==> src/rtl/dtc_cfg.svh <==
// Purpose: constants for the dual 8-bit timer/counter block
// Assumes: register indices; byte address is four times the index
// Notes: definitions only
`ifndef DTC_CFG_SVH
`define DTC_CFG_SVH
`define DTC_IDX_LO_CTRL 8'h20
`define DTC_IDX_HI_CTRL 8'h21
`define DTC_IDX_LO_PER 8'h22
`define DTC_IDX_LO_DUTY 8'h23
`define DTC_IDX_HI_PER 8'h24
`define DTC_IDX_HI_DUTY 8'h25
`define DTC_IDX_OPT 8'h26
`define DTC_IDX_COUNT 8'h27
`define DTC_CTRL_RST 8'h00
`define DTC_CMP_RST 8'h00
`define DTC_FF_BIT 7
`define DTC_CK_HI 6
`define DTC_CK_LO 4
`define DTC_RUN_BIT 3
`define DTC_MD_HI 2
`define DTC_MD_LO 0
`define DTC_MODE_T8 3'h0
`define DTC_MODE_DIV 3'h1
`define DTC_MODE_PWM8 3'h2
`define DTC_MODE_CASC 3'h3
`define DTC_MODE_T16 3'h4
`define DTC_MODE_WARM 3'h5
`define DTC_MODE_PWM16 3'h6
`define DTC_MODE_PPG 3'h7
`define DTC_CK_TAP11 3'h0
`define DTC_CK_TAP7 3'h1
`define DTC_CK_TAP5 3'h2
`define DTC_CK_TAP3 3'h3
`define DTC_CK_PIN 3'h7
`define DTC_DIV_W 13
`endif

==> src/rtl/dtc_pkg.sv <==
// Purpose: types for the dual 8-bit timer/counter block
// Assumes: constants come from dtc_cfg.svh
// Notes: state records of both modules
package dtc_pkg;
	typedef struct packed {
		logic [7:0] cnt;
	} dtc_unit_st_t;

	typedef struct packed {
		logic [7:0] ctrl_lo;
		logic [7:0] ctrl_hi;
		logic [7:0] per_lo;
		logic [7:0] per_hi;
		logic [7:0] duty_lo;
		logic [7:0] duty_hi;
		logic opt;
		logic [12:0] div;
		logic [2:0] pin_lo;
		logic [2:0] pin_hi;
		logic ack;
		logic [31:0] rdata;
		logic irq_lo;
		logic irq_hi;
	} dtc_top_st_t;
endpackage : dtc_pkg

==> src/rtl/dtc_unit.sv <==
// Purpose: one 8-bit up-counter stage
// Assumes: tick and clear come from the same clock domain
// Notes: clear beats tick; stopped means held at zero
`timescale 1ns/1ps
`default_nettype none
module dtc_unit #(
	parameter int W = 8
) (
	input wire logic sys_clk_i, // system clock
	input wire logic rst_i, // sync reset, high
	input wire logic run_i, // counting allowed
	input wire logic tick_i, // count enable pulse
	input wire logic clr_i, // match clear pulse
	output logic [W-1:0] cnt_o // counter value
);
	dtc_pkg::dtc_unit_st_t st;
	dtc_pkg::dtc_unit_st_t next_st;

	always_comb begin
		next_st = st;
		if (!run_i || clr_i) begin
			next_st.cnt = '0;
		end else if (tick_i) begin
			next_st.cnt = st.cnt + 8'h01;
		end
	end

	always_ff @(posedge sys_clk_i) begin
		if (rst_i) begin
			st <= '0;
		end else begin
			st <= next_st;
		end
	end

	assign cnt_o = st.cnt;
endmodule : dtc_unit
`default_nettype wire

==> src/rtl/dtc_top.sv <==
// Purpose: dual cascadable 8-bit timer/event counter with registers
// Assumes: Avalon-MM slave, 20 MHz system clock, pins asynchronous
// Notes: only 8-bit and 16-bit timer/event modes count
`include "dtc_cfg.svh"
`timescale 1ns/1ps
`default_nettype none
// Function
// - upper control resets zero, fixed field layout
// - clock select picks prescaler tap or pin
// - run bit zero stops and clears counter
// - mode field decodes only the 8-bit and 16-bit timer modes
// - upper 16-bit mode clocks on cascade overflow
// - 16-bit: lower clock, upper run control
// - timer counts, match interrupts, clears, continues
// - period compare takes effect at once
// - event mode counts pin falling edges
// - two counters cascade into sixteen bits
// - lower control, period and duty registers
module dtc_top (
	input wire logic sys_clk_i, // system clock
	input wire logic rst_i, // sync reset, high
	input wire logic [9:0] avs_address_i, // byte address
	input wire logic avs_read_i, // read request
	input wire logic avs_write_i, // write request
	input wire logic [31:0] avs_writedata_i, // write data
	output logic [31:0] avs_readdata_o, // read data
	output logic avs_waitrequest_o, // stall
	input wire logic event_input_pin_lo_i, // lower event pin
	input wire logic event_input_pin_hi_i, // upper event pin
	output logic counter_match_irq_lo_o, // lower match pulse
	output logic counter_match_irq_hi_o, // upper match pulse
	output logic upper_flipflop_preset_o, // upper preset bit
	output logic lower_flipflop_preset_o // lower preset bit
);
	dtc_pkg::dtc_top_st_t st;
	dtc_pkg::dtc_top_st_t next_st;
	logic [7:0] cnt_lo;
	logic [7:0] cnt_hi;
	logic [2:0] mode_lo;
	logic [2:0] mode_hi;
	logic mode16;
	logic act_lo;
	logic act_hi;
	logic fall_lo;
	logic fall_hi;
	logic tick_lo;
	logic tick_hi;
	logic carry;
	logic match_lo;
	logic match_hi;
	logic match16;
	logic clr_lo;
	logic clr_hi;
	logic [15:0] inc16;
	logic [7:0] idx;
	logic req;

	// tap select; halving adds one stage
	function automatic logic sel_tick(input logic [2:0] cs,
		input logic opt, input logic [12:0] div, input logic fall);
		logic [12:0] m;
		m = '0;
		case (cs)
			`DTC_CK_TAP11: m = opt ? 13'h0FFF : 13'h07FF;
			`DTC_CK_TAP7: m = opt ? 13'h00FF : 13'h007F;
			`DTC_CK_TAP5: m = opt ? 13'h003F : 13'h001F;
			`DTC_CK_TAP3: m = opt ? 13'h000F : 13'h0007;
			default: m = '0;
		endcase
		if (cs == `DTC_CK_PIN) begin
			sel_tick = fall;
		end else if (m == '0) begin
			sel_tick = 1'b0;
		end else begin
			sel_tick = ((div & m) == m);
		end
	endfunction : sel_tick

	always_comb begin
		mode_lo = st.ctrl_lo[`DTC_MD_HI:`DTC_MD_LO];
		mode_hi = st.ctrl_hi[`DTC_MD_HI:`DTC_MD_LO];
		// mode decode; top bit marks a 16-bit mode
		mode16 = mode_hi[2];
		// run from upper control in 16-bit operation
		act_lo = mode16 ? (st.ctrl_hi[`DTC_RUN_BIT] &&
			mode_hi == `DTC_MODE_T16) :
			(st.ctrl_lo[`DTC_RUN_BIT] && mode_lo == `DTC_MODE_T8);
		act_hi = st.ctrl_hi[`DTC_RUN_BIT] &&
			(mode_hi == `DTC_MODE_T8 || mode_hi == `DTC_MODE_T16);
		fall_lo = st.pin_lo[2] & ~st.pin_lo[1];
		fall_hi = st.pin_hi[2] & ~st.pin_hi[1];
		// lower clock select feeds the 16-bit chain
		tick_lo = act_lo && sel_tick(
			st.ctrl_lo[`DTC_CK_HI:`DTC_CK_LO], st.opt, st.div, fall_lo);
		carry = tick_lo && (cnt_lo == 8'hFF);
		// upper stage clocked by cascade overflow in 16-bit mode
		tick_hi = mode16 ? (act_hi && carry) : (act_hi && sel_tick(
			st.ctrl_hi[`DTC_CK_HI:`DTC_CK_LO], st.opt, st.div, fall_hi));
		// compare reads the live period register
		match_lo = !mode16 && tick_lo &&
			(8'(cnt_lo + 8'h01) == st.per_lo);
		match_hi = !mode16 && tick_hi &&
			(8'(cnt_hi + 8'h01) == st.per_hi);
		inc16 = 16'({cnt_hi, cnt_lo} + 16'h0001);
		match16 = mode16 && tick_lo && (inc16 == {st.per_hi, st.per_lo});
		clr_lo = match_lo || match16;
		clr_hi = match_hi || match16;
	end

	dtc_unit #(.W(8)) u_lo (
		.sys_clk_i(sys_clk_i),
		.rst_i(rst_i),
		.run_i(act_lo),
		.tick_i(tick_lo),
		.clr_i(clr_lo),
		.cnt_o(cnt_lo)
	);

	dtc_unit #(.W(8)) u_hi (
		.sys_clk_i(sys_clk_i),
		.rst_i(rst_i),
		.run_i(act_hi),
		.tick_i(tick_hi),
		.clr_i(clr_hi),
		.cnt_o(cnt_hi)
	);

	assign idx = avs_address_i[9:2];
	assign req = avs_read_i | avs_write_i;

	always_comb begin
		next_st = st;
		// free-running prescaler; taps are one-cycle enables
		next_st.div = 13'(st.div + 13'h0001);
		// two flops before the edge stage reads the pin
		next_st.pin_lo = {st.pin_lo[1:0], event_input_pin_lo_i};
		next_st.pin_hi = {st.pin_hi[1:0], event_input_pin_hi_i};
		next_st.irq_lo = match_lo;
		next_st.irq_hi = match_hi || match16;
		// one wait cycle per access, answer on the second
		next_st.ack = req && !st.ack;
		if (req && !st.ack && avs_read_i) begin
			case (idx)
				`DTC_IDX_LO_CTRL: next_st.rdata = {24'h0, st.ctrl_lo};
				`DTC_IDX_HI_CTRL: next_st.rdata = {24'h0, st.ctrl_hi};
				`DTC_IDX_LO_PER: next_st.rdata = {24'h0, st.per_lo};
				`DTC_IDX_LO_DUTY: next_st.rdata = {24'h0, st.duty_lo};
				`DTC_IDX_HI_PER: next_st.rdata = {24'h0, st.per_hi};
				`DTC_IDX_HI_DUTY: next_st.rdata = {24'h0, st.duty_hi};
				`DTC_IDX_OPT: next_st.rdata = {31'h0, st.opt};
				`DTC_IDX_COUNT: next_st.rdata = {16'h0, cnt_hi, cnt_lo};
				default: next_st.rdata = 32'h0;
			endcase
		end
		// writes land at the edge where waitrequest is low
		if (avs_write_i && st.ack) begin
			case (idx)
				`DTC_IDX_LO_CTRL: next_st.ctrl_lo = avs_writedata_i[7:0];
				`DTC_IDX_HI_CTRL: next_st.ctrl_hi = avs_writedata_i[7:0];
				// no shadow copy in timer modes
				`DTC_IDX_LO_PER: next_st.per_lo = avs_writedata_i[7:0];
				`DTC_IDX_LO_DUTY: next_st.duty_lo = avs_writedata_i[7:0];
				`DTC_IDX_HI_PER: next_st.per_hi = avs_writedata_i[7:0];
				`DTC_IDX_HI_DUTY: next_st.duty_hi = avs_writedata_i[7:0];
				`DTC_IDX_OPT: next_st.opt = avs_writedata_i[0];
				default: next_st.opt = st.opt;
			endcase
		end
	end

	always_ff @(posedge sys_clk_i) begin
		if (rst_i) begin
			st <= '0;
			st.ctrl_lo <= `DTC_CTRL_RST;
			st.ctrl_hi <= `DTC_CTRL_RST;
			st.per_lo <= `DTC_CMP_RST;
			st.per_hi <= `DTC_CMP_RST;
		end else begin
			st <= next_st;
		end
	end

	assign avs_waitrequest_o = req && !st.ack;
	assign avs_readdata_o = st.rdata;
	assign counter_match_irq_lo_o = st.irq_lo;
	assign counter_match_irq_hi_o = st.irq_hi;
	// each preset output follows bit 7 of its own control, also in 16-bit mode
	assign upper_flipflop_preset_o = st.ctrl_hi[`DTC_FF_BIT];
	assign lower_flipflop_preset_o = st.ctrl_lo[`DTC_FF_BIT];
endmodule : dtc_top
`default_nettype wire

==> config.mk <==
export PLATFORM = sky130hd
export DESIGN_NAME = dtc_top
export DESIGN_NICKNAME = d
export VERILOG_FILES = /design/src/rtl/dtc_pkg.sv /design/src/rtl/dtc_unit.sv /design/src/rtl/dtc_top.sv
export VERILOG_INCLUDE_DIRS = /design/src /design/src/rtl
export SDC_FILE = /design/constraint.sdc
export NUM_CORES = 1
export LEC_CHECK = 0
export BUFFER_PORTS_ARGS = -buffer_cell sky130_fd_sc_hd__buf_2
export CORE_MARGIN = 4
export CORE_UTILIZATION = 40
export DETAILED_ROUTE_END_ITERATION = 8
export HOLD_SLACK_MARGIN = 0.03
export PLACE_DENSITY = 0.56
export REMOVE_ABC_BUFFERS = 1
export SETUP_SLACK_MARGIN = 0.5
export SLEW_MARGIN = 20
export SYNTH_ARGS = -nofsm -noshare
export SYNTH_HDL_FRONTEND = slang
export SYNTH_SLANG_ARGS = --single-unit
==> constraint.sdc <==
create_clock -name sys_clk_i -period 4 [get_ports sys_clk_i]
set_clock_uncertainty 0.05 [all_clocks]
set_input_delay 0.6 -clock sys_clk_i [delete_from_list [all_inputs] [get_ports sys_clk_i]]
set_output_delay 0.6 -clock sys_clk_i [all_outputs]
set_load 0.005 [all_outputs]
# Word-level counts from Yosys, hierarchy flattened
# Cells that the tools add are included.
# totals
reg_bits,119
out_inout_bits,37
wordCells,103
# classes
n_addsub,4
eq_ne,23
mux,13
bitwise_logic,7
reduce_logical,40
# ops
operator,n
16-bit case mux with 8 select lines,1
12-bit case mux with 4 select lines,2
"8-bit by 6-bit == test with 1-bit output, second input constant",8
13-bit bitwise AND,2
13-bit == test,2
13-bit zero test,2
"16-bit by 1-bit adder with 16-bit output, second input constant",1
"8-bit by 1-bit adder with 8-bit output, second input constant",2
16-bit == test,1
8-bit == test,2
1-bit logical AND,16
2-bit AND reduction,7
"13-bit by 1-bit adder with 13-bit output, second input constant",1
"3-bit by 2-bit == test with 1-bit output, second input constant",4
3-bit zero test,4
12-bit two-way mux,1
"3-bit == test, second input constant",3
"8-bit == test, second input constant",1
8-bit two-way mux,1
"3-bit by 1-bit == test with 1-bit output, second input constant",2
1-bit two-way mux,6
6-bit two-way mux,1
1-bit logical OR,5
1-bit zero test,4
other kinds (5),8

# Depth between registers and ports, before layout
# Gate-level depths: netlist of the first run.
# depth
word_depth,15
depth_mapped,9
ltp_nobuf,8

# By module
# A second synthesis of the first run with hierarchy kept.
# unflattened
hier_cells,638
area_unflattened_um2,5376.4
# by_module_without_submodules
module,n_inst,cells_each,area_per_inst_um2,seq_area_each_um2
dtc_top,1,562,4680.7,1721.7
dtc_unit,2,38,347.8,160.2

# Least setup slack after synthesis of the first run
# Ideal clock, no wire load.
# synth_path
path_type,input to register
start,in avs_address_i[5]
end,reg st[63] (netlist bit)
setup_time_ns,0.128
arrival_time_ns,2.222
t_required_ns,3.822
path_slack_ns,1.600
stages,6
path_buffers,1
cell_sequence,or4_1 buf_4 nor3_2 nand3_2 mux2i_1 nor2_1
# synth_via
elab_chain_cells,2
# synth_rtl
item,line_no,rtl
"start, declared",dtc_top.sv:22,"input wire logic [9:0] avs_address_i,"
8-bit by 6-bit == test with 1-bit output,dtc_top.sv:157,case (idx)
2-bit AND reduction (no source line),-,
"end signal, assigned",dtc_top.sv:179,st <= next_st;
"end, declared",dtc_top.sv:35,dtc_pkg::dtc_top_st_t st;
# Every way passes these cells.
# A chain may end at the register's enable or synchronous reset.

# Worst setup path after layout of the first run
# layout_path
start,"reg u_lo.st, in the netlist u_lo.cnt_o[0]"
end,"reg u_hi.st, in the netlist u_hi.cnt_o[3]"
# layout_via
elab_chain_cells,9
word_cells_on_any_way,12
cone_classes,add/sub: 1; eq/ne: 2; mux: 1; reduce/logical: 8
# layout_rtl
item,line_no,rtl
"start, declared",dtc_unit.sv:16,dtc_pkg::dtc_unit_st_t st;
"start signal, assigned",dtc_unit.sv:32,st <= next_st;
"parallel branches: the longest is 9 deep, another holds 16-bit by 1-bit adder with 16-bit output",-,
"end signal, assigned",dtc_unit.sv:32,
"end, declared",dtc_unit.sv:16,
# Several ways; the timed one is not identified.

==> key figures, run 1 <==
Outcome
  – Status: finished, final reports clean

Logic synthesis
  – Syn. warnings: 0
  – Syn Std Cell Area: 5400 um2
  – Top FF cell, synth: dfxtp_1
  – FFs w/ async S/R, synth: 0
  – Cell taking the most area after synthesis: dfxtp_1
  – Post-synth top area share: 0.378
  – Sequential share of the synthesized area: 0.378
  – Post-synthesis instance total: about 620
  – Post-synth EDFFs: 0
  – Seq cells post-synth: approximately 100
  – Synth cell types: 60
  – Top cells by area, synth: dfxtp_1 (38%), mux2i_1 (9.6%), nor2_1 (7.0%)
  – Syn_area_per_cell: between 8 and 9 um2

Clocking
  – CTS tree: done
  – Clock Latency Late Sink: roughly 0.34 ns
  – CTS Buf Count: 9
  – Worst-path clk slew: around 0.070 ns
  – Setup Fix Bufs, Post-CTS: 0
  – Resized cells post-CTS: 0
  – CTS Hold Bufs: 0
  – CTS sink cnt: slightly above 100
  – Clk root buf: clkbuf_16
  – CTS H-tree lvls: 3
  – Clk buf depth: 2

Floorplanning
  – Die area: between 15000 and 20000 um2
  – Die height: roughly 120 um
  – Number of I/O pins: 85
  – Core area: between 10000 and 15000 um2
  – Die width: 124 um
  – Row count: between 40 and 50
  – Initial Utilization: 0.408

Routing
  – Routed WL: between 10 and 15 mm
  – Antenna viol nets, final: 0
  – Residual DRC count: 0
  – 1st-pass router iterations: 5
  – Routed vias: 4382
  – DR iter-0 viols: approximately 300
  – Avg WL per Cell: between 15 and 20 um
  – Vias per inst: about 5.5

Power and ir drop
  – Sw frac: 0.206
  – VDD IR max: approximately 0.22 mV
  – PwrDens: ~350 nW/um2
  – Power Total: 2070 uW
  – Comb pwr share: 0.034
  – Clock power share: 0.469
  – P_leak: 0.00232 uW
  – P_sw: 425 uW
  – Internal: between 1500 and 2000 uW
  – Sequential Power Share: 0.497

STA
  – Slew Limit Fails: 0
  – Tcrit/Tclk final: 0.710
  – Final setup vio count: 0
  – Final min period: about 2.8 ns
  – Slew @ Worst Pin: between 0.7 and 0.8 ns
  – Fmax: ~350 MHz
  – Setup TNS Final: 0 ns
  – Worst slew margin: 0.511
  – Final Hold Fails: 0
  – RSZ-0062 raised after global routing: false

Placed design
  – Placed cell area: 5520 um2
  – PortBufs: between 40 and 50
  – Post-DP HPWL: 9.41 mm
  – Final GP Congestion: 0.852

Worst setup path
  – Crit-path max FO: 10
  – CP startpoint: u_lo.cnt_o[0]
  – Crit path launch type: flip-flop
  – R2r startpoint: u_lo.cnt_o[0]
  – Reg2reg end: u_hi.cnt_o[3]
  – FF-to-FF path depth: 8
  – Signal arrival time at the worst endpoint: about 3 ns
  – Worst setup path end: u_hi.cnt_o[3]
  – Setup CP Type: reg2reg
  – Critical path required time: ~4.2 ns
  – Reg2reg setup slack: 1.16 ns
  – Crit end category: flip-flop

Global routing
  – Vias in the first global route: 4247
  – First-pass GRT wire length: between 20 and 25 mm
  – Grt ovf: 0
  – Initial antenna violation count: 0
  – Largest net degree at the start of global routing: 40
  – GRT Total Usage: 0.172

Finish
  – Final Cell Area: between 5000 and 6000 um2
  – # diodes: 0
  – Nets: between 600 and 700
  – Area growth from synthesis to final layout: 8.29%
  – Fin util: 0.442
  – Fill cells: roughly 1300
  – Share of cells above drive strength 1: 0.133
  – Most common cell after layout, fill and taps aside: dfxtp_1
  – Most frequent cells in the layout: dfxtp_1 (102), nor2_1 (101), mux2i_1 (52)

Worst hold path
  – Hold Path Depth: 2
  – Min-Delay Path Class: reg2reg

Job
  – Max-cap viol count: 0
-- cells in the mapped netlist (all sizes together), types with 12 or more instances --
master,n
dfxtp,102
nor2,101
mux2i,52
buf,51
a21oi,29
nand2,26
nand3,26
xor2,22
o21ai,19
clkbuf,18
xnor2,18
a22oi,15
a31oi,13
inv,12
-- per-stage QoR --
| step | instances | hold slack (ns) | setup slack [ns] |
|---|---|---|---|
| 6_report | 799 | 0.382 | 1.16 |
| 5_1_grt | 799 | 0.401 | 0.913 |
| 2_1_floorplan | 561 | 0.358 | 1.36 |
| 3_3_place_gp | 785 | 0.376 | 0.953 |
| 4_1_cts | 799 | 0.389 | 1.21 |
| 3_5_place_dp | 785 | 0.373 | 0.921 |
-- power groups by stage --
| stage | Clock [uW] | Sequential, uW | Combinational (uW) |
|---|---|---|---|
| after floorplan | 0 | 1050 | 23.9 |
| after global placement | 0 | 1050 | 69.4 |
| after detailed placement | 0 | 1050 | 70.8 |
| after CTS | 996 | 1030 | 71.1 |
| after global routing | 1030 | 1030 | 78.8 |
| final | 970 | 1030 | 70.8 |
-- sequential cells by signal (all words and copies together), names as in the netlist, 2 cells and up --
register / cells
avs_readdata_o: 16
mode_hi: 2
mode_lo: 3
next_st: 4
st: 56
u_hi.cnt_o: 8
u_lo.cnt_o: 8
-- cells by family (layout without fill, tap and decap cells) --
| kind of cell | after synthesis | count (layout) | synth area share |
|---|---|---|---|
| and+or+nand+nor | 226 | 226 | 0.224 |
| AOI/OAI and AO/OA | 109 | 109 | 0.139 |
| DFF | 102 | 102 | 0.378 |
| buffers and inverters | 81 | 74 | 0.0845 |
| muxes | 52 | 52 | 0.0964 |
| xor gates and xnor gates | 41 | 41 | 0.0706 |
| adders and majority gates | 3 | 3 | 0.00695 |
| other | 1 | 16 | 0.000694 |
-- how the worst min path moves through the flow --
stage,startpoint,to,slack [ns]
5_1_grt,next_st[36],next_st[37],0.40
2_1_floorplan,next_st[40],st[40],0.36
4_1_cts,next_st[40],st[40],0.39
3_5_place_dp,next_st[36],next_st[37],0.37
3_3_place_gp,next_st[36],next_st[37],0.38
6_report,next_st[40],st[40],0.38
-- worst max-delay path: stages, from the launching register on --
cell	delay (ns)
dfxtp_1	0.59
ha_1	0.47
nand3_1	0.19
nor4_1	0.39
or3_1	0.17
a21boi_0	0.31
nand3_2	0.15
o211ai_4	0.32
nor2_1	0.09
-- layout make-up --
| class | count | area (um2) | share of cell area |
|---|---|---|---|
| Inverter | 12 | 45.0 | 0.00770 |
| Clock inverter | 5 | 100 | 0.0171 |
| Sequential cell | 102 | 2040 | 0.349 |
| Timing Repair Buffer | 48 | 255 | 0.0436 |
| Multi-Input combinational cell | 447 | 2960 | 0.506 |
| Tap cell | 176 | 220 | 0.0376 |
| Clock buffer | 9 | 225 | 0.0385 |
-- layer usage --
layer	global-route usage	wire [um]
met1	0.234	6130
met2	0.272	6030
met3	0.0408	899
met4	0.0516	220
met5	0	0
Power figures use the tool's default switching activity.
==> inputs of run 2 (changes only) <==
PLACE_DENSITY = 0.58   (was 0.56)
clock period = 2.3 ns   (was 4 ns; I/O delays follow)
==> key figures, run 2 (synthesized netlist as in run 1, its figures left out) <==
Finish
  – Max reg flops: 56 (unchanged)
  – Finished Layout Cells: 862 (+7.9%)
  – Most frequent cells in the layout: nor2_1 (100), dfxtp_1 (84), mux2i_1 (50)
  – Area growth from synthesis to final layout: 24.7%
  – Nets: 732 (+9.1%)
  – Reg with most FFs: st
  – Final Cell Area: 6740 um2 (+15%)
  – Fill cells: 1264 (-4.3%)
  – Share of cells above drive strength 1: 0.287 (+0.154)
  – # diodes: 0 (unchanged)
  – Fin util: 0.509 (+0.0670)
  – Most common cell after layout, fill and taps aside: nor2_1

Global routing
  – Grt ovf: 0 (unchanged)
  – GRT Total Usage: 0.182 (+0.00991)
  – Vias in the first global route: 4506 (+6.1%)
  – Initial antenna violation count: 0 (unchanged)
  – First-pass GRT wire length: 23.0 mm (+4.4%)
  – Largest net degree at the start of global routing: 27 (-33%)

Worst setup path
  – Critical path required time: 2.47 ns (-1.70 ns)
  – Setup CP Type: reg2reg
  – Signal arrival time at the worst endpoint: 2.31 ns (-0.71 ns)
  – Crit-path max FO: 8 (-2)
  – Crit end category: flip-flop
  – Crit path launch type: flip-flop

STA
  – Slew Limit Fails: 0 (unchanged)
  – Final min period: 2.14 ns (-0.706 ns)
  – Final setup vio count: 0 (unchanged)
  – RSZ-0062 raised after global routing: true
  – Fmax: 468 MHz (+33%)
  – Hold slack: 0.158 ns (-0.224 ns)
  – Slew @ Worst Pin: 0.650 ns (-0.0778 ns)
  – Worst slew margin: 0.567 (+0.0555)
  – Final Hold Fails: 0 (unchanged)
  – Tcrit/Tclk final: 0.929 (+0.218)

Routing
  – Routed vias: 4648 (+6.1%)
  – Avg WL per Cell: 16.4 um (-1.3%)
  – DR iter-0 viols: 305 (+2.0%)
  – Vias per inst: 5.39 (-1.7%)
  – 1st-pass router iterations: 5 (unchanged)
  – Routed WL: 14.1 mm (+6.5%)
  – Antenna viol nets, final: 0 (unchanged)
  – Residual DRC count: 0 (unchanged)

Outcome
  – Status: finished, final reports clean

Clocking
  – Clk buf depth: 2 (unchanged)
  – CTS sink cnt: 102 (unchanged)
  – CTS H-tree lvls: 3 (unchanged)
  – CTS tree: done
  – Clock Latency Late Sink: 0.35 ns (about the same)
  – Worst-path clk slew: 0.07 ns (about the same)
  – CTS Buf Count: 9 (unchanged)
  – Clk root buf: clkbuf_16

Floorplanning
  – Number of I/O pins: 85 (unchanged)
  – Die width: 124 um (unchanged)
  – Die height: 124 um (unchanged)
  – Row count: 42 (unchanged)
  – Core area: 13200 um2 (unchanged)
  – Initial Utilization: 0.408 (unchanged)
  – Die area: 15400 um2 (unchanged)

Job
  – Max-cap viol count: 0 (unchanged)

Power and ir drop
  – P_leak: 0.00268 uW (+15%)
  – PwrDens: 547 nW/um2 (+55%)
  – VDD IR max: 0.454 mV (+110%)
  – Power Total: 3690 uW (+78%)

Worst hold path
  – Min-Delay Path Class: in2reg

Placed design
  – Cells after DPL: 832 (+6.0%)
  – Post-DP HPWL: 10.3 mm (+9.2%)
  – Placed cell area: 5890 um2 (+6.6%)
  – PortBufs: 42 (unchanged)
  – Final GP Congestion: 0.880 (+3.3%)
## run 2: power breakdown
part,internal (uW),switching (uW)
sequential,1770,12.4
clock,1100,676
combinational,41.1,95.5
## run 2: final cells by class
class                      count  area [um2]  area share
inverter                      12        45.0     0.00669
timing repair buffer         109         823       0.122
multi-input combinational    447        3220       0.478
tap                          176         220      0.0327
sequential                   102        2080       0.309
clock buffer                  11         243      0.0360
clock inverter                 5         106      0.0158
## run 2: worst max-delay path: stages (launching register included)
cell and delay [ns]:
dfxtp_2 0.34, buf_6 0.13, buf_6 0.12, and3b_1 0.21, nor3_2 0.05, a21oi_1 0.15
o221ai_1 0.16, a211o_1 0.39, o211ai_4 0.35, a21oi_1 0.07
## run 2: final timing paths
| path | end | cells past startpoint | start | slack, ns |
|---|---|---|---|---|
| worst min register to register | st[40] | 2 | next_st[40] | 0.39 |
| worst max register to register | u_hi.cnt_o[6] | 9 | u_lo.cnt_o[3] | 0.16 |
| worst min-delay path | next_st[36] | 2 | event_input_pin_hi_i | 0.16 |
| worst max-delay path | u_hi.cnt_o[6] | 9 | u_lo.cnt_o[3] | 0.16 |
## run 2: layer usage
layer  track usage  up-vias  wire [um]
met5             0        -          0
met4        0.0696        0        282
met3        0.0288       26        812
met2         0.297      144       6630
met1         0.242     2209       6420
li1              -     2269          -
## run 2: metrics by stage
step / setup WS [ns] / setup TNS, ns
finish: 0.164 / 0
global placement: -0.0641 / -0.727
CTS: 0.184 / 0
floorplan: -0.0883 / -1.78
global route: 0.0796 / 0
detailed placement: -0.0895 / -1.08
## run 2: timing repair
item | 4_1_cts | 5_1_grt
gates resized for setup | 58 | 38
gates cloned | 1 | 0
setup endpoints to repair | 57 | 77
buffers inserted | 7 | 6
hold buffers | 0 | 0
endpoints found under the hold margin | 0 | 0
pin swaps | 23 | 27
